File: src/design/pfsc_pkg.sv
// Purpose: shared constants for the pulse-width fault/soft-start block
// Assumes: pclk at 10 MHz; analog levels quantised to 20 mV steps
// Notes:   times are given in ns and turned into cycle counts here
package pfsc_pkg;
  localparam int CNT_W         = 10;
  localparam int LVL_W         = 8;
  localparam int CLK_PERIOD_NS = 100;
  // frequency generator period and its rising-edge phase
  localparam int FG_PERIOD_NS  = 10000;
  localparam int FG_RISE_NS    = 1000;
  // sync switchover delay, loss-of-sync timeout, settling time
  localparam int SW_DELAY_NS   = 50000;
  localparam int SYNC_LOSS_NS  = 30000;
  localparam int SETTLE_NS     = 40000;
  localparam logic [CNT_W-1:0] FG_PERIOD_CYC =
    CNT_W'(FG_PERIOD_NS / CLK_PERIOD_NS);
  localparam logic [CNT_W-1:0] FG_HALF_CYC   =
    CNT_W'(FG_PERIOD_NS / CLK_PERIOD_NS / 2);
  // least time: round up
  localparam logic [CNT_W-1:0] FG_RISE_CYC   =
    CNT_W'((FG_RISE_NS + CLK_PERIOD_NS - 1) / CLK_PERIOD_NS);
  localparam logic [CNT_W-1:0] SW_DELAY_CYC  =
    CNT_W'(SW_DELAY_NS / CLK_PERIOD_NS);
  localparam logic [CNT_W-1:0] SYNC_LOSS_CYC =
    CNT_W'(SYNC_LOSS_NS / CLK_PERIOD_NS);
  localparam logic [CNT_W-1:0] SETTLE_CYC    =
    CNT_W'(SETTLE_NS / CLK_PERIOD_NS);
  // analog levels in mV and as codes
  localparam int LVL_LSB_MV    = 20;
  localparam int RESTART_MV    = 1500;
  localparam int RAMP_MIN_MV   = 1800;
  localparam int SS_MAX_MV     = 5000;
  localparam logic [LVL_W-1:0] RESTART_LVL  =
    LVL_W'(RESTART_MV / LVL_LSB_MV);
  localparam logic [LVL_W-1:0] RAMP_MIN_LVL =
    LVL_W'(RAMP_MIN_MV / LVL_LSB_MV);
  localparam logic [LVL_W-1:0] SS_MAX_LVL   =
    LVL_W'(SS_MAX_MV / LVL_LSB_MV);
  localparam logic [LVL_W-1:0] SS_DIS_STEP  = 8'h04;
  // register map
  localparam logic [7:0] OFS_DUTY   = 8'h00;
  localparam logic [7:0] OFS_SSDIV  = 8'h04;
  localparam logic [7:0] OFS_STATUS = 8'h08;
  localparam logic [LVL_W-1:0] DUTY_RST  = 8'h80;
  localparam logic [LVL_W-1:0] SSDIV_RST = 8'h10;
  // status field positions
  localparam int ST_SUPPLY  = 0;
  localparam int ST_FAULTOK = 1;
  localparam int ST_PULSE   = 2;
  localparam int ST_EXT     = 3;
  localparam int ST_SETTLED = 4;
  localparam int ST_GATE    = 5;
  localparam int ST_FAULT   = 6;
  localparam int ST_SS_LSB  = 8;
  // synchronised pin vector positions
  localparam int NPIN        = 10;
  localparam int PIN_VS_ON   = 0;
  localparam int PIN_VS_OFF  = 1;
  localparam int PIN_OV      = 2;
  localparam int PIN_UV      = 3;
  localparam int PIN_OCF     = 4;
  localparam int PIN_CM      = 5;
  localparam int PIN_OCUT    = 6;
  localparam int PIN_OMIT    = 7;
  localparam int PIN_SKIP    = 8;
  localparam int PIN_SYNC    = 9;
endpackage

File: src/design/pfsc_sync2.sv
// Purpose: two-flop synchroniser for a vector of pins
// Assumes: each bit is an independent level
// Notes:   first stage feeds only the second stage
`timescale 1ns/1ps
module pfsc_sync2 #(
  parameter int W = 1
) (
  input  wire logic         pclk,
  input  wire logic         presetn,
  input  wire logic [W-1:0] din,
  output logic      [W-1:0] dout
);
  logic [W-1:0] meta_r;
  genvar i;
  generate
    for (i = 0; i < W; i++) begin : g_bit
      always_ff @(posedge pclk or negedge presetn) begin
        if (!presetn) begin
          meta_r[i] <= 1'b0;
          dout[i]   <= 1'b0;
        end else begin
          meta_r[i] <= din[i];
          dout[i]   <= meta_r[i];
        end
      end
    end
  endgenerate
endmodule

File: src/design/pfsc_clksel.sv
// Purpose: internal/external timing selection from sync activity
// Assumes: sync_edge is a one-cycle pulse per transition on sync_in
// Notes:   settled stays low for a settling time after each switch
`timescale 1ns/1ps
module pfsc_clksel
  import pfsc_pkg::*;
(
  input  wire logic pclk,
  input  wire logic presetn,
  input  wire logic sync_edge,
  output logic      ext_mode,
  output logic      settled
);
  import pfsc_pkg::*;
  logic [CNT_W-1:0] idle_r;
  logic [CNT_W-1:0] act_r;
  logic [CNT_W-1:0] settle_r;
  logic             idle_full;
  logic             switch_now;

  assign idle_full  = (idle_r == SYNC_LOSS_CYC);
  assign switch_now = ext_mode ? idle_full : (act_r == SW_DELAY_CYC);
  assign settled    = (settle_r == SETTLE_CYC);

  always_ff @(posedge pclk or negedge presetn) begin
    if (!presetn) begin
      idle_r <= SYNC_LOSS_CYC;
    end else if (sync_edge) begin
      idle_r <= '0;
    end else if (!idle_full) begin
      idle_r <= idle_r + 1'b1;
    end
  end

  // activity must last the switchover delay before external timing
  always_ff @(posedge pclk or negedge presetn) begin
    if (!presetn) begin
      act_r <= '0;
    end else if (idle_full) begin
      act_r <= '0;
    end else if (act_r != SW_DELAY_CYC) begin
      act_r <= act_r + 1'b1;
    end
  end

  always_ff @(posedge pclk or negedge presetn) begin
    if (!presetn) begin
      ext_mode <= 1'b0;
    end else if (switch_now) begin
      ext_mode <= !ext_mode;
    end
  end

  always_ff @(posedge pclk or negedge presetn) begin
    if (!presetn) begin
      settle_r <= SETTLE_CYC;
    end else if (switch_now) begin
      settle_r <= '0;
    end else if (!settled) begin
      settle_r <= settle_r + 1'b1;
    end
  end
endmodule

File: src/design/pfsc_top.sv
// Purpose: gate drive pulse control with fault latch and soft start
// Assumes: comparator results arrive as asynchronous digital pins
// Notes:   levels are 8-bit codes of 20 mV; APB slave, zero wait
`timescale 1ns/1ps
// Notes on behaviour
// - gate output stays off until supply rises above the turn-on level
// - supply-valid drops only below the lower turn-off level; gate low
// - each generator falling edge sets the pulse latch unless cleared
// - set pulse latch allows gate; duty, current, cutoff, omit clear it
// - duty compare uses lower reference; ramp above it clears pulse
// - restart request to fault latch while soft start is below 1.5 V
// - fault latch ignores set while any fault is present
// - any fault clears fault latch and forces gate low at once
// - after faults end duty returns gradually through soft start
// - gate re-enabled after fault only while pulse latch is high
// - overcurrent cutoff clears pulse latch, ending pulse early
// - pulse skip with omission overcurrent suppresses whole pulses
// - soft start starts at zero and rises only without fault
// - on fault soft start discharges toward zero, gate off at once
// - below 1.5 V soft start requests set unless a fault clears
// - duty follows smaller of soft start and reference; zero below 1.8 V
// - ramp runs at generator frequency, restarted by it
// - slave gate runs in antiphase to the master gate
// - no sync transitions means internal frequency generator timing
// - sync activity switches to external timing after a delay, and back
// - settling interval after switchover is flagged to the user
// - gate output active high, width varies within each period
// - generator falling phase bounds the longest high time
// - generator rising phase bounds the shortest low time
module pfsc_top
  import pfsc_pkg::*;
(
  input  wire logic        pclk,
  input  wire logic        presetn,
  input  wire logic        psel,
  input  wire logic        penable,
  input  wire logic        pwrite,
  input  wire logic [7:0]  paddr,
  input  wire logic [31:0] pwdata,
  output logic      [31:0] prdata,
  output logic             pready,
  output logic             pslverr,
  input  wire logic        vs_above_on,
  input  wire logic        vs_above_off,
  input  wire logic        overvoltage_detector,
  input  wire logic        undervoltage_detector,
  input  wire logic        overcurrent_fault,
  input  wire logic        current_mode_comparator,
  input  wire logic        overcurrent_cutoff,
  input  wire logic        omission_overcurrent_comparator,
  input  wire logic        pulse_skip_input,
  input  wire logic        sync_in,
  output logic             gate_drive_out,
  output logic             sync_out,
  output logic             timing_ext,
  output logic             timing_settled
);
  import pfsc_pkg::*;

  logic [NPIN-1:0]  pin_raw;
  logic [NPIN-1:0]  pin_s;
  logic             sync_d_r;
  logic             sync_fall;
  logic             ext_mode;
  logic             settled;
  logic [CNT_W-1:0] fg_cnt_r;
  logic             fg_rise_ph;
  logic             fg_fall;
  logic             fg_wrap;
  logic [LVL_W-1:0] ramp_r;
  logic [LVL_W-1:0] duty_ref_r;
  logic [LVL_W-1:0] ss_div_cfg_r;
  logic [LVL_W-1:0] ss_div_r;
  logic [LVL_W-1:0] ss_level_r;
  logic [LVL_W-1:0] duty_lim;
  logic             duty_clr;
  logic             omit_clr;
  logic             pulse_clr;
  logic             pulse_r;
  logic             supply_ok_r;
  logic             fault_any;
  logic             fault_ok_r;
  logic             restart_req;
  logic             ss_dis;
  logic             gate_nxt;
  logic             apb_setup;
  logic             apb_wr;
  logic             addr_hit;
  logic [31:0]      rd_val;

  // every comparator pin crosses two flops before use
  assign pin_raw[PIN_VS_ON]  = vs_above_on;
  assign pin_raw[PIN_VS_OFF] = vs_above_off;
  assign pin_raw[PIN_OV]     = overvoltage_detector;
  assign pin_raw[PIN_UV]     = undervoltage_detector;
  assign pin_raw[PIN_OCF]    = overcurrent_fault;
  assign pin_raw[PIN_CM]     = current_mode_comparator;
  assign pin_raw[PIN_OCUT]   = overcurrent_cutoff;
  assign pin_raw[PIN_OMIT]   = omission_overcurrent_comparator;
  assign pin_raw[PIN_SKIP]   = pulse_skip_input;
  assign pin_raw[PIN_SYNC]   = sync_in;

  pfsc_sync2 #(.W(NPIN)) u_sync (
    .pclk    (pclk),
    .presetn (presetn),
    .din     (pin_raw),
    .dout    (pin_s)
  );

  always_ff @(posedge pclk or negedge presetn) begin
    if (!presetn) begin
      sync_d_r <= 1'b0;
    end else begin
      sync_d_r <= pin_s[PIN_SYNC];
    end
  end
  assign sync_fall = sync_d_r & ~pin_s[PIN_SYNC];

  pfsc_clksel u_clksel (
    .pclk      (pclk),
    .presetn   (presetn),
    .sync_edge (sync_d_r ^ pin_s[PIN_SYNC]),
    .ext_mode  (ext_mode),
    .settled   (settled)
  );

  // frequency generator: rising phase first, then falling phase
  assign fg_rise_ph = (fg_cnt_r < FG_RISE_CYC);
  assign fg_fall    = (fg_cnt_r == FG_RISE_CYC);
  assign fg_wrap    = (fg_cnt_r == FG_PERIOD_CYC - 1'b1);

  // a slave restarts its period at the master's half period
  always_ff @(posedge pclk or negedge presetn) begin
    if (!presetn) begin
      fg_cnt_r <= '0;
    end else if ((ext_mode && sync_fall) || fg_wrap) begin
      fg_cnt_r <= '0;
    end else begin
      fg_cnt_r <= fg_cnt_r + 1'b1;
    end
  end

  always_ff @(posedge pclk or negedge presetn) begin
    if (!presetn) begin
      sync_out <= 1'b0;
    end else begin
      sync_out <= (fg_cnt_r < FG_HALF_CYC);
    end
  end

  // ramp held at its minimum in the rising phase, climbs afterwards
  always_ff @(posedge pclk or negedge presetn) begin
    if (!presetn) begin
      ramp_r <= RAMP_MIN_LVL;
    end else if (fg_rise_ph) begin
      ramp_r <= RAMP_MIN_LVL;
    end else if (ramp_r != '1) begin
      ramp_r <= ramp_r + 1'b1;
    end
  end

  // lower of soft start and regulation reference sets the width
  assign duty_lim = (ss_level_r < duty_ref_r) ? ss_level_r : duty_ref_r;
  assign duty_clr = (ramp_r > duty_lim);
  assign omit_clr = pin_s[PIN_SKIP] & pin_s[PIN_OMIT];
  assign pulse_clr = duty_clr | pin_s[PIN_CM] | pin_s[PIN_OCUT]
                   | omit_clr;

  // clear beats set, so a pending clear drops the whole pulse
  always_ff @(posedge pclk or negedge presetn) begin
    if (!presetn) begin
      pulse_r <= 1'b0;
    end else if (pulse_clr || fg_rise_ph) begin
      pulse_r <= 1'b0;
    end else if (fg_fall) begin
      pulse_r <= 1'b1;
    end
  end

  // supply hysteresis: on above upper level, off below lower level
  always_ff @(posedge pclk or negedge presetn) begin
    if (!presetn) begin
      supply_ok_r <= 1'b0;
    end else if (!pin_s[PIN_VS_OFF]) begin
      supply_ok_r <= 1'b0;
    end else if (pin_s[PIN_VS_ON]) begin
      supply_ok_r <= 1'b1;
    end
  end

  assign fault_any = pin_s[PIN_OV] | pin_s[PIN_UV] | pin_s[PIN_OCF]
                   | ~supply_ok_r;
  assign restart_req = (ss_level_r < RESTART_LVL);

  always_ff @(posedge pclk or negedge presetn) begin
    if (!presetn) begin
      fault_ok_r <= 1'b0;
    end else if (fault_any) begin
      fault_ok_r <= 1'b0;
    end else if (restart_req) begin
      fault_ok_r <= 1'b1;
    end
  end

  // discharge until the restart level is reached after any fault
  assign ss_dis = fault_any | ~fault_ok_r;

  always_ff @(posedge pclk or negedge presetn) begin
    if (!presetn) begin
      ss_div_r <= '0;
    end else if (ss_dis || ss_div_r == ss_div_cfg_r) begin
      ss_div_r <= '0;
    end else begin
      ss_div_r <= ss_div_r + 1'b1;
    end
  end

  always_ff @(posedge pclk or negedge presetn) begin
    if (!presetn) begin
      ss_level_r <= '0;
    end else if (ss_dis) begin
      ss_level_r <= (ss_level_r > SS_DIS_STEP) ?
                    ss_level_r - SS_DIS_STEP : '0;
    end else if (ss_div_r == ss_div_cfg_r && ss_level_r < SS_MAX_LVL) begin
      ss_level_r <= ss_level_r + 1'b1;
    end
  end

  // the gate flop is the only path to the pin
  assign gate_nxt = supply_ok_r & fault_ok_r & ~fault_any & pulse_r
                  & ~pulse_clr & ~fg_rise_ph;

  always_ff @(posedge pclk or negedge presetn) begin
    if (!presetn) begin
      gate_drive_out <= 1'b0;
    end else begin
      gate_drive_out <= gate_nxt;
    end
  end

  always_ff @(posedge pclk or negedge presetn) begin
    if (!presetn) begin
      timing_ext     <= 1'b0;
      timing_settled <= 1'b0;
    end else begin
      timing_ext     <= ext_mode;
      timing_settled <= settled;
    end
  end

  // APB slave: answer in the first access cycle
  assign apb_setup = psel & ~penable;
  assign apb_wr    = psel & penable & pready & pwrite;
  assign addr_hit  = (paddr == OFS_DUTY) || (paddr == OFS_SSDIV)
                  || (paddr == OFS_STATUS);

  always_comb begin
    rd_val = '0;
    unique case (paddr)
      OFS_DUTY:   rd_val[LVL_W-1:0] = duty_ref_r;
      OFS_SSDIV:  rd_val[LVL_W-1:0] = ss_div_cfg_r;
      OFS_STATUS: begin
        rd_val[ST_SUPPLY]  = supply_ok_r;
        rd_val[ST_FAULTOK] = fault_ok_r;
        rd_val[ST_PULSE]   = pulse_r;
        rd_val[ST_EXT]     = ext_mode;
        rd_val[ST_SETTLED] = settled;
        rd_val[ST_GATE]    = gate_drive_out;
        rd_val[ST_FAULT]   = fault_any;
        rd_val[ST_SS_LSB +: LVL_W] = ss_level_r;
      end
      default:    rd_val = '0;
    endcase
  end

  always_ff @(posedge pclk or negedge presetn) begin
    if (!presetn) begin
      pready  <= 1'b0;
      pslverr <= 1'b0;
      prdata  <= '0;
    end else begin
      pready  <= apb_setup;
      pslverr <= apb_setup & ~addr_hit;
      prdata  <= (apb_setup && !pwrite) ? rd_val : '0;
    end
  end

  always_ff @(posedge pclk or negedge presetn) begin
    if (!presetn) begin
      duty_ref_r   <= DUTY_RST;
      ss_div_cfg_r <= SSDIV_RST;
    end else if (apb_wr && paddr == OFS_DUTY) begin
      duty_ref_r   <= pwdata[LVL_W-1:0];
    end else if (apb_wr && paddr == OFS_SSDIV) begin
      ss_div_cfg_r <= pwdata[LVL_W-1:0];
    end
  end
endmodule

File: config.mk
export PLATFORM = sky130hd
export DESIGN_NAME = pfsc_top
export DESIGN_NICKNAME = d
export VERILOG_FILES = /design/src/design/pfsc_pkg.sv /design/src/design/pfsc_sync2.sv /design/src/design/pfsc_clksel.sv /design/src/design/pfsc_top.sv
export SDC_FILE = /design/constraint.sdc
export NUM_CORES = 1
export LEC_CHECK = 0
export BUFFER_PORTS_ARGS = -buffer_cell sky130_fd_sc_hd__buf_2
export CORE_UTILIZATION = 51
export DETAILED_ROUTE_END_ITERATION = 8
export MAX_ROUTING_LAYER = met4
export PLACE_DENSITY = 0.83
export SLEW_MARGIN = 20
export SYNTH_ARGS = -nofsm -noshare
export SYNTH_HDL_FRONTEND = slang
export SYNTH_SLANG_ARGS = --single-unit
File: constraint.sdc
create_clock -name pclk -period 3.6 [get_ports pclk]
set_clock_uncertainty 0.2 [all_clocks]
set_input_delay 0.54 -clock pclk [delete_from_list [all_inputs] [get_ports pclk]]
set_output_delay 0.54 -clock pclk [all_outputs]
set_load 0.02 [all_outputs]
==> flow_summary.yaml, run 1 <==
status:
  outcome: "completed"
detailed_routing:
  routed_wire_length_per_instance_microns: 15.7
  route.final.wire_length_microns: 12800
  vias: 4606
  viasPerCell: 5.64
  ant_nets: 0
  first_iter_violations: 335
  firstDrtPassIters: 7
  drc_errors: 0
clock_tree:
  ctsResizeCount: 0
  numCtsBuffers: 17
  ctsHoldBuffers: 0
  root_buffer: "clkbuf_16"
  postCtsSetupBuffers: 0
  max-clock-path-buffers: 2
  clk_pin_slew_ps: 60
  clk_latency_ps: 420
  tritoncts: "done"
  clock-sinks: 127
  cts_htree_levels: 4
die:
  dieArea_sq_um: 12700
  die_w_microns: 113
  ioPinCount: 93
  rows: 40
  core_area_sq_um: 12000
  initial_core_util: 0.522
  die_h_microns: 113
timing:
  setup_viol: 0
  clock.fmax_mhz: 295
  fin_setup_tns_ps: 0
  grt_setup_unrepaired: "false"
  period_needed_ps: 3390
  drv_slew: 0
  worst_pin_slew_ps: 914
  finalCritPeriodShare: 0.942
  hold_violations: 0
  maxSlewHeadroom: 0.390
layout:
  finalNetCount: 742
  area_delta_synth_final_pct: 16.5
  drive_above_1_share: 0.182
  num_antenna_cells: 0
  finalNonFillerCells: 817
setup_path:
  cp_num_cells: 13
  r2r-end: "pulse_r"
  critPathCaptureType: "flop"
  ff2ff_setup_slack_ps: 210
  cp_slowest_cell: "o31a_1"
  cpPeakStageDelay_ps: 440
  arrival_ps: 3480
  r2r_cells: 13
  crit_start: "duty_ref_r[5]"
  critPathBufInv: 1
  crit_family: "compound AO/OA/AOI/OAI gates"
  path_cells: "inv_1 > ha_1 > a21o_1 > a21o_1 > a21oi_1 > o31a_1 > mux2_2 > ha_1 > nor2b_1 > o21a_1 > o21ai_0 > a211oi_1 > nor3_1"
  r2r_start: "duty_ref_r[5]"
  required_ps: 3690
  endpoint: "pulse_r"
  startpoint_type: "flop"
  worstSetupPathType: "reg -> reg"
  critPathMaxFanout: 8
synthesis:
  synth_ff_type: "dfrtp_1"
  yosysSeqAreaShare: 0.509
  synth-seq-cells: 127
  syn_area_sq_um: 6270
  async_flop_share: 1.00
  yosys.area.top_type: "dfrtp_1"
  ys_top_cells_by_area: "dfrtp_1 45%, ha_1 6.0%, dfstp_2 5.4%, xnor2_1 4.0%, nor2_1 4.0%"
  synth_cell_type_count: 55
  postSynthCellCount: 594
  synth-edff-count: 0
  synth_top_area_frac: 0.455
  ys_warn_count: 0
  avgSynthCellArea_sq_um: 10.6
global_routing:
  grt_pass1_vias: 4676
  grt_max_degree: 75
  grt_util_all_layers: 0.228
  overflow: 0
  grt_antenna_before_repair: 0
  grt_pass1_wl_microns: 22000
power_and_ir_drop:
  pwr_density_cell_nw_per_um2: 520
  power_leakage_nw: 3.56
  irDropWorstVdd_uv: 367
placed_design:
  io_buffers: 52
  routabilityCongestion: 0.892
  dp_hpwl_microns: 8770
  placed_cells: 785
hold_path:
  hold_class: "in -> reg"
run:
  maxCapViolCount: 0
-- report_power, final --
group          switching [mW]  leakage, nW  internal (mW)
Clock                   0.608        0.310           1.23
Sequential             0.0338         1.59           1.47
Combinational           0.272         1.67          0.180
-- how the worst min path moves through the flow --
stage	start	to	slack [ps]	cells past startpoint
CTS	overcurrent_cutoff	u_sync.meta_r[6]	10	1
global placement	u_sync.meta_r[9]	u_sync.dout[9]	130	0
global route	vs_above_on	u_sync.meta_r[0]	8	1
detailed placement	u_sync.meta_r[0]	u_sync.dout[0]	130	0
floorplan	presetn	duty_ref_r[0]	40	0
finish	overcurrent_cutoff	u_sync.meta_r[6]	20	1
-- cell usage in the layout (no fill, tap or decap), types with 5 or more instances in the layout --
| master | Yosys | layout |
|---|---|---|
| inv_1 | 23 | 23 |
| nor2_1 | 67 | 67 |
| mux2i_1 | 17 | 17 |
| buf_4 | 16 | 8 |
| conb_1 | 1 | 16 |
| o21ai_0 | 17 | 17 |
| nor3_1 | 11 | 11 |
| xor2_1 | 20 | 20 |
| dfstp_2 | 13 | 13 |
| nor4_1 | 9 | 9 |
| nand2_1 | 30 | 30 |
| or3_1 | 5 | 5 |
| a211oi_1 | 5 | 5 |
| clkbuf_16 | 0 | 17 |
| nand3_1 | 34 | 34 |
| a21o_1 | 8 | 8 |
| nand2b_1 | 6 | 6 |
| nor2b_1 | 5 | 5 |
| nand4_1 | 17 | 17 |
| mux2_2 | 11 | 11 |
| and2_1 | 14 | 14 |
| and3_1 | 15 | 15 |
| xnor2_1 | 29 | 29 |
| a21oi_1 | 21 | 21 |
| dfrtp_1 | 114 | 114 |
| buf_2 | 5 | 51 |
| ha_1 | 30 | 30 |
-- cells by family (layout without fill, tap and decap cells) --
kind of cell | after synthesis | after routing | synth area share
AO/OA/AOI/OAI | 74 | 74 | 0.0754
XOR/XNOR | 49 | 49 | 0.0684
adder cells (fa/ha/maj) | 30 | 30 | 0.0598
buffers and inverters | 54 | 115 | 0.0429
flip-flops | 127 | 127 | 0.509
multiplexers | 28 | 28 | 0.0469
other | 1 | 16 | 0.000598
AND/OR/NAND/NOR | 231 | 231 | 0.197
-- registers in the layout, indices dropped and copies added (netlist names), 8 cells and up --
| signal | flops |
|---|---|
| prdata | 16 |
| fg_cnt_r | 10 |
| u_clksel.act_r | 10 |
| u_clksel.idle_r | 10 |
| u_clksel.settle_r | 10 |
| u_sync.dout | 10 |
| u_sync.meta_r | 10 |
| duty_ref_r | 8 |
| ramp_r | 8 |
| ss_div_cfg_r | 8 |
| ss_div_r | 8 |
| ss_level_r | 8 |
-- synth_stat cells (17+ instances only) --
| library cell | number |
|---|---|
| ha_1 | 30 |
| nand2_1 | 30 |
| nand3_1 | 34 |
| nand4_1 | 17 |
| dfrtp_1 | 114 |
| mux2i_1 | 17 |
| a21oi_1 | 21 |
| inv_1 | 23 |
| o21ai_0 | 17 |
| nor2_1 | 67 |
| xnor2_1 | 29 |
| xor2_1 | 20 |
-- layer usage --
metal / global-route usage / share of wire / up-vias
met5: - / 0 / -
met4: 0.101 / 0.021 / 0
met3: 0.0691 / 0.051 / 26
met2: 0.370 / 0.51 / 143
met1: 0.263 / 0.42 / 2259
li1: - / - / 2178
-- final cells by class --
class	count	area [sq um]
flip-flops and latches	127	3190
multi-input cells	428	2870
clock buffers	23	488
inverters	23	86.3
repair buffers	60	335
fillers	934	4700
well taps	147	184
clock inverters	9	154
-- per-stage QoR --
| stage | power, mW | cell area [sq um] | setup WS, ps | hold slack (ps) | util |
|---|---|---|---|---|---|
| 6_report | 3.80 | 7310 | 211 | 18.7 | 0.608 |
| 4_1_cts | 3.82 | 7310 | 206 | 10.1 | 0.608 |
| 3_5_place_dp | 1.97 | 6670 | 240 | 135 | 0.555 |
| 2_1_floorplan | 1.84 | 6330 | 690 | 44.4 | - |
| 3_3_place_gp | 1.96 | 6670 | 432 | 134 | 0.555 |
| 5_1_grt | 3.96 | 7310 | 5.35 | 8.37 | 0.608 |
(Power assumes the default switching activity.)
==> run 2, diff against run 1 <==
Settings changed: RECOVER_POWER set to 100.
Clock period 3.6 ns to 4.4 ns, I/O delays scaled along.
==> run 2 against run 1 <==
  * The flow now finishes with violations (capacitance limit, slew limit)
  * Hold slack better by 110 ps
  * Clock-buffer cell count is 3 lower
  * First-iteration DRC count is 28% higher
  * Wire length is 3.6% higher
  * Non-clock buffer count is 5 lower
  * Largest cell class unchanged
  * Setup slack better by 810 ps
  * Largest power group unchanged
  * Sequential share of layout area is 0.61 points higher
==> flow_summary.yaml, run 2 (synthesis results as in run 1) <==
layout:
  final_cell_mix: "114 x dfrtp_1, 67 x nor2_1, 34 x nand3_1, 30 x nand2_1, 30 x ha_1"
  final_common_cell: "dfrtp_1"
  max_flop_register: "prdata"
  num_antenna_cells: 0
  drive_above_1_share: 0.123
  finalNetCount: 737
  multi_input_area_sq_um: 2810
  largest_reg_flops: 16
  area_delta_synth_final_pct: 14.9
  regArea_sq_um: 3190
  fill_cells: 950
clock_tree:
  clk_pin_slew_ps: 60
  max-clock-path-buffers: 2
  tritoncts: "done"
  cts_htree_levels: 4
  clock-sinks: 127
  ctsResizeCount: 0
  ctsHoldBuffers: 0
  root_buffer: "clkbuf_16"
  numCtsBuffers: 17
  clk_latency_ps: 420
  postCtsSetupBuffers: 0
detailed_routing:
  ant_nets: 0
  route.final.wire_length_microns: 13300
  viasPerCell: 5.67
  routed_wire_length_per_instance_microns: 16.4
  vias: 4604
  firstDrtPassIters: 8
  first_iter_violations: 430
  drc_errors: 0
die:
  die_h_microns: 113
  ioPinCount: 93
  rows: 40
  die_w_microns: 113
  core_area_sq_um: 12000
  dieArea_sq_um: 12700
  initial_core_util: 0.522
setup_path:
  cp_slowest_cell: "dfrtp_1"
  worstSetupPathType: "reg -> reg"
  critPathCaptureType: "flop"
  arrival_ps: 3470
  cpPeakStageDelay_ps: 530
  ff2ff_setup_slack_ps: 1020
  r2r_cells: 12
  r2r_start: "ss_level_r[5]"
  required_ps: 4490
  r2r-end: "gate_drive_out"
  critPathMaxFanout: 11
  startpoint_type: "flop"
  path_cells: "ha_1 > a21o_1 > a21o_1 > a21oi_1 > o31a_1 > mux2_1 > ha_1 > nor2b_1 > o21a_1 > o21ai_0 > a211oi_1 > nor3_1"
timing:
  drv_slew: 69
  period_needed_ps: 3380
  worst_pin_slew_ps: 1850
  finalCritPeriodShare: 0.768
  fin_setup_tns_ps: 0
  maxSlewHeadroom: -0.236
  setup_viol: 0
  clock.fmax_mhz: 296
  layout_setup_ws_ps: 1020
  hold_violations: 0
  grt_setup_unrepaired: "false"
placed_design:
  dp_hpwl_microns: 8790
  io_buffers: 52
  place_ws_ps: 1050
  routabilityCongestion: 0.894
status:
  violations: "capacitance limit, slew limit"
  outcome: "finished, violations left"
global_routing:
  grt_max_degree: 63
  overflow: 0
  grt_util_all_layers: 0.230
  grt_antenna_before_repair: 0
  grt_pass1_wl_microns: 22300
  grt_pass1_vias: 4665
power_and_ir_drop:
  irDropWorstVdd_uv: 311
  power.internal_mw: 2.43
  p_comb_frac: 0.102
  clock_power_share: 0.506
  seq_power_share: 0.393
  pwr_density_cell_nw_per_um2: 444
  netSwitchingPower_uw: 767
  power_leakage_nw: 3.41
  swShare: 0.240
  p_total_mw: 3.20
run:
  maxCapViolCount: 2
hold_path:
  hold_class: "in -> async"
-- run 2: power by group through the flow --
stage | registers, mW | clock network (mW) | logic, mW
after floorplan | 1.25 | 0 | 0.262
after global placement | 1.27 | 0 | 0.308
after detailed placement | 1.28 | 0 | 0.317
after CTS | 1.26 | 1.63 | 0.326
after global routing | 1.26 | 1.69 | 0.371
final | 1.26 | 1.62 | 0.325
-- run 2: routing by layer --
metal | global-route usage | wire length, microns | share of wire | up-vias
met1 | 0.274 | 5590 | 0.42 | 2248
met2 | 0.379 | 6780 | 0.51 | 159
met5 | - | 0 | 0 | -
met4 | 0.0930 | 283 | 0.021 | 0
li1 | - | - | - | 2163
met3 | 0.0525 | 650 | 0.049 | 34
-- run 2: worst max-delay path by stage --
stage          cells past startpoint        endpoint          start
6_report                          12  gate_drive_out  ss_level_r[5]
4_1_cts                           12  gate_drive_out  ss_level_r[5]
3_3_place_gp                      12  gate_drive_out  ss_level_r[5]
2_1_floorplan                     14  gate_drive_out  duty_ref_r[5]
5_1_grt                           12  gate_drive_out  ss_level_r[5]
3_5_place_dp                      12  gate_drive_out  ss_level_r[5]
-- run 2: layout make-up --
class / instances / share of cell area
clock inverter: 12 / 0.0319
sequential: 127 / 0.443
multi-input combinational: 428 / 0.390
inverter: 23 / 0.0120
tap: 147 / 0.0255
clock buffer: 20 / 0.0634
timing repair buffer: 55 / 0.0339
-- run 2: stage by stage --
step                area [sq um]   util  std cells  hold slack (ps)
finish                      7210  0.600        812              124
global route                7210  0.600        812              141
CTS                         7300  0.608        812              141
detailed placement          6620  0.551        780              136
global placement            6620  0.551        780              132
floorplan                   6330      -        609              131
-- run 2: worst max-delay path, delay by kind of cell (launching register included) --
kind | cells | cell delay [ps]
AOI/OAI and AO/OA | 7 | 1410
adders and majority gates | 2 | 510
DFF | 1 | 530
muxes | 1 | 400
and+or+nand+nor | 2 | 210
==> run 3, diff against run 2 <==
Clock period 4.4 ns to 3.5 ns, I/O delays scaled along.
==> run 3 against run 2 <==
  * The flow still finishes with violations (capacitance limit, slew limit)
  * Total power increased by 19%
  * Critical path depth increased by 1
  * Die area unchanged
  * Sequential power increased by 22%
  * Global-route usage decreased by 0.83 points
  * Critical endpoint unchanged
  * Largest power group unchanged
  * Highest routed layer unchanged
==> flow_summary.yaml, run 3 (synthesis results as in run 1) <==
die:
  die_h_microns: 113
  initial_core_util: 0.522
  ioPinCount: 93
  rows: 40
  die_w_microns: 113
  dieArea_sq_um: 12700
  core_area_sq_um: 12000
global_routing:
  grt_pass1_wl_microns: 21400
  grt_antenna_before_repair: 0
  grt_max_degree: 68
  grt_util_all_layers: 0.222
  grt_pass1_vias: 4552
  overflow: 0
setup_path:
  r2r_cells: 13
  critPathMaxFanout: 6
  critPathCaptureType: "flop"
  required_ps: 3590
  r2r-end: "gate_drive_out"
  r2r_start: "duty_ref_r[5]"
  arrival_ps: 3390
  ff2ff_setup_slack_ps: 200
  startpoint_type: "flop"
  worstSetupPathType: "reg -> reg"
hold_path:
  hold-path-cell-count: 1
  hold_class: "in -> reg"
  min_from: "overcurrent_cutoff"
  hold_end: "u_sync.meta_r[6]"
power_and_ir_drop:
  power_leakage_nw: 3.43
  irDropWorstVdd_uv: 444
  pwr_density_cell_nw_per_um2: 530
layout:
  final_common_cell: "dfrtp_1"
  area_delta_synth_final_pct: 14.6
  finalNetCount: 745
  largest_reg_flops: 16
  final_cell_mix: "114 x dfrtp_1, 67 x nor2_1, 34 x nand3_1, 31 x nand2_1, 30 x ha_1"
  drive_above_1_share: 0.140
  post-route-util: 0.598
  num_antenna_cells: 0
  max_flop_register: "prdata"
timing:
  worst_pin_slew_ps: 1600
  maxSlewHeadroom: -0.0654
  period_needed_ps: 3300
  finalCritPeriodShare: 0.944
  fin_setup_tns_ps: 0
  drv_slew: 68
  setup_viol: 0
  clock.fmax_mhz: 303
  hold_violations: 0
  grt_setup_unrepaired: "false"
detailed_routing:
  first_iter_violations: 327
  firstDrtPassIters: 5
  viasPerCell: 5.61
  drc_errors: 0
  route.final.wire_length_microns: 12700
  ant_nets: 0
  routed_wire_length_per_instance_microns: 15.5
  vias: 4597
clock_tree:
  root_buffer: "clkbuf_16"
  clock-sinks: 127
  postCtsSetupBuffers: 0
  clk_latency_ps: 410
  numCtsBuffers: 17
  cts_htree_levels: 4
  ctsHoldBuffers: 0
  ctsResizeCount: 0
  clk_pin_slew_ps: 60
  tritoncts: "done"
  max-clock-path-buffers: 2
placed_design:
  routabilityCongestion: 0.896
  dp_hpwl_microns: 8610
  io_buffers: 52
status:
  violations: "capacitance limit, slew limit"
  outcome: "finished, violations left"
run:
  maxCapViolCount: 1
-- run 3: cell count changes in the layout (fill, tap and decap cells not counted), sizes merged --
| cell | before | now |
|---|---|---|
| buf | 28 | 36 |
| bufinv | 6 | 3 |
| clkbuf | 47 | 48 |
| clkinv | 3 | 5 |
| clkinvlp | 2 | 3 |
| inv | 24 | 23 |
-- run 3: how the worst max path moves through the flow --
stage | startpoint | to | slack (ps) | depth (start not counted)
final | duty_ref_r[5] | gate_drive_out | 200 | 13
after global routing | presetn | u_clksel.settle_r[2] | 30 | 2
after CTS | duty_ref_r[5] | pulse_r | 210 | 13
after detailed placement | duty_ref_r[5] | gate_drive_out | 260 | 13
after global placement | duty_ref_r[5] | pulse_r | 410 | 13
after floorplan | duty_ref_r[5] | gate_drive_out | 590 | 14
-- run 3: layer usage --
layer	wire length, microns	GRT usage
met4	205	0.0807
met2	6460	0.363
met5	0	-
met1	5490	0.263
met3	518	0.0611
-- run 3: power breakdown --
group          switching (mW)  internal, mW
Combinational           0.294         0.184
Sequential             0.0260          1.52
Clock                   0.619          1.17
-- run 3: critical path, cell delays in order (launching register included) --
cell	delay (ps)
dfrtp_1	390
inv_1	70
ha_1	320
a21o_1	160
a21o_1	180
a21oi_1	170
o31a_1	360
buf_4	200
mux2i_1	230
ha_1	280
nand4_1	130
nor2_1	80
a211oi_1	300
nor3_1	100
-- run 3: layout make-up --
class	instances	area [sq um]
Fill cell	957	4830
Sequential cell	127	3190
Multi-Input combinational cell	428	2810
Clock buffer	21	470
Timing Repair Buffer	63	304
Tap cell	147	184
Clock inverter	11	138
Inverter	23	86.3
-- run 3: stage by stage --
step	worst slack (ps)	hold slack, ps	cell area [sq um]	total power, mW	cells
after floorplan	590	29.4	6330	1.90	609
after global placement	405	134	6690	2.03	788
after detailed placement	264	135	6690	2.04	788
after CTS	211	1.51	7300	3.84	820
after global routing	31.4	0.891	7190	3.97	820
final	197	16.7	7190	3.81	820
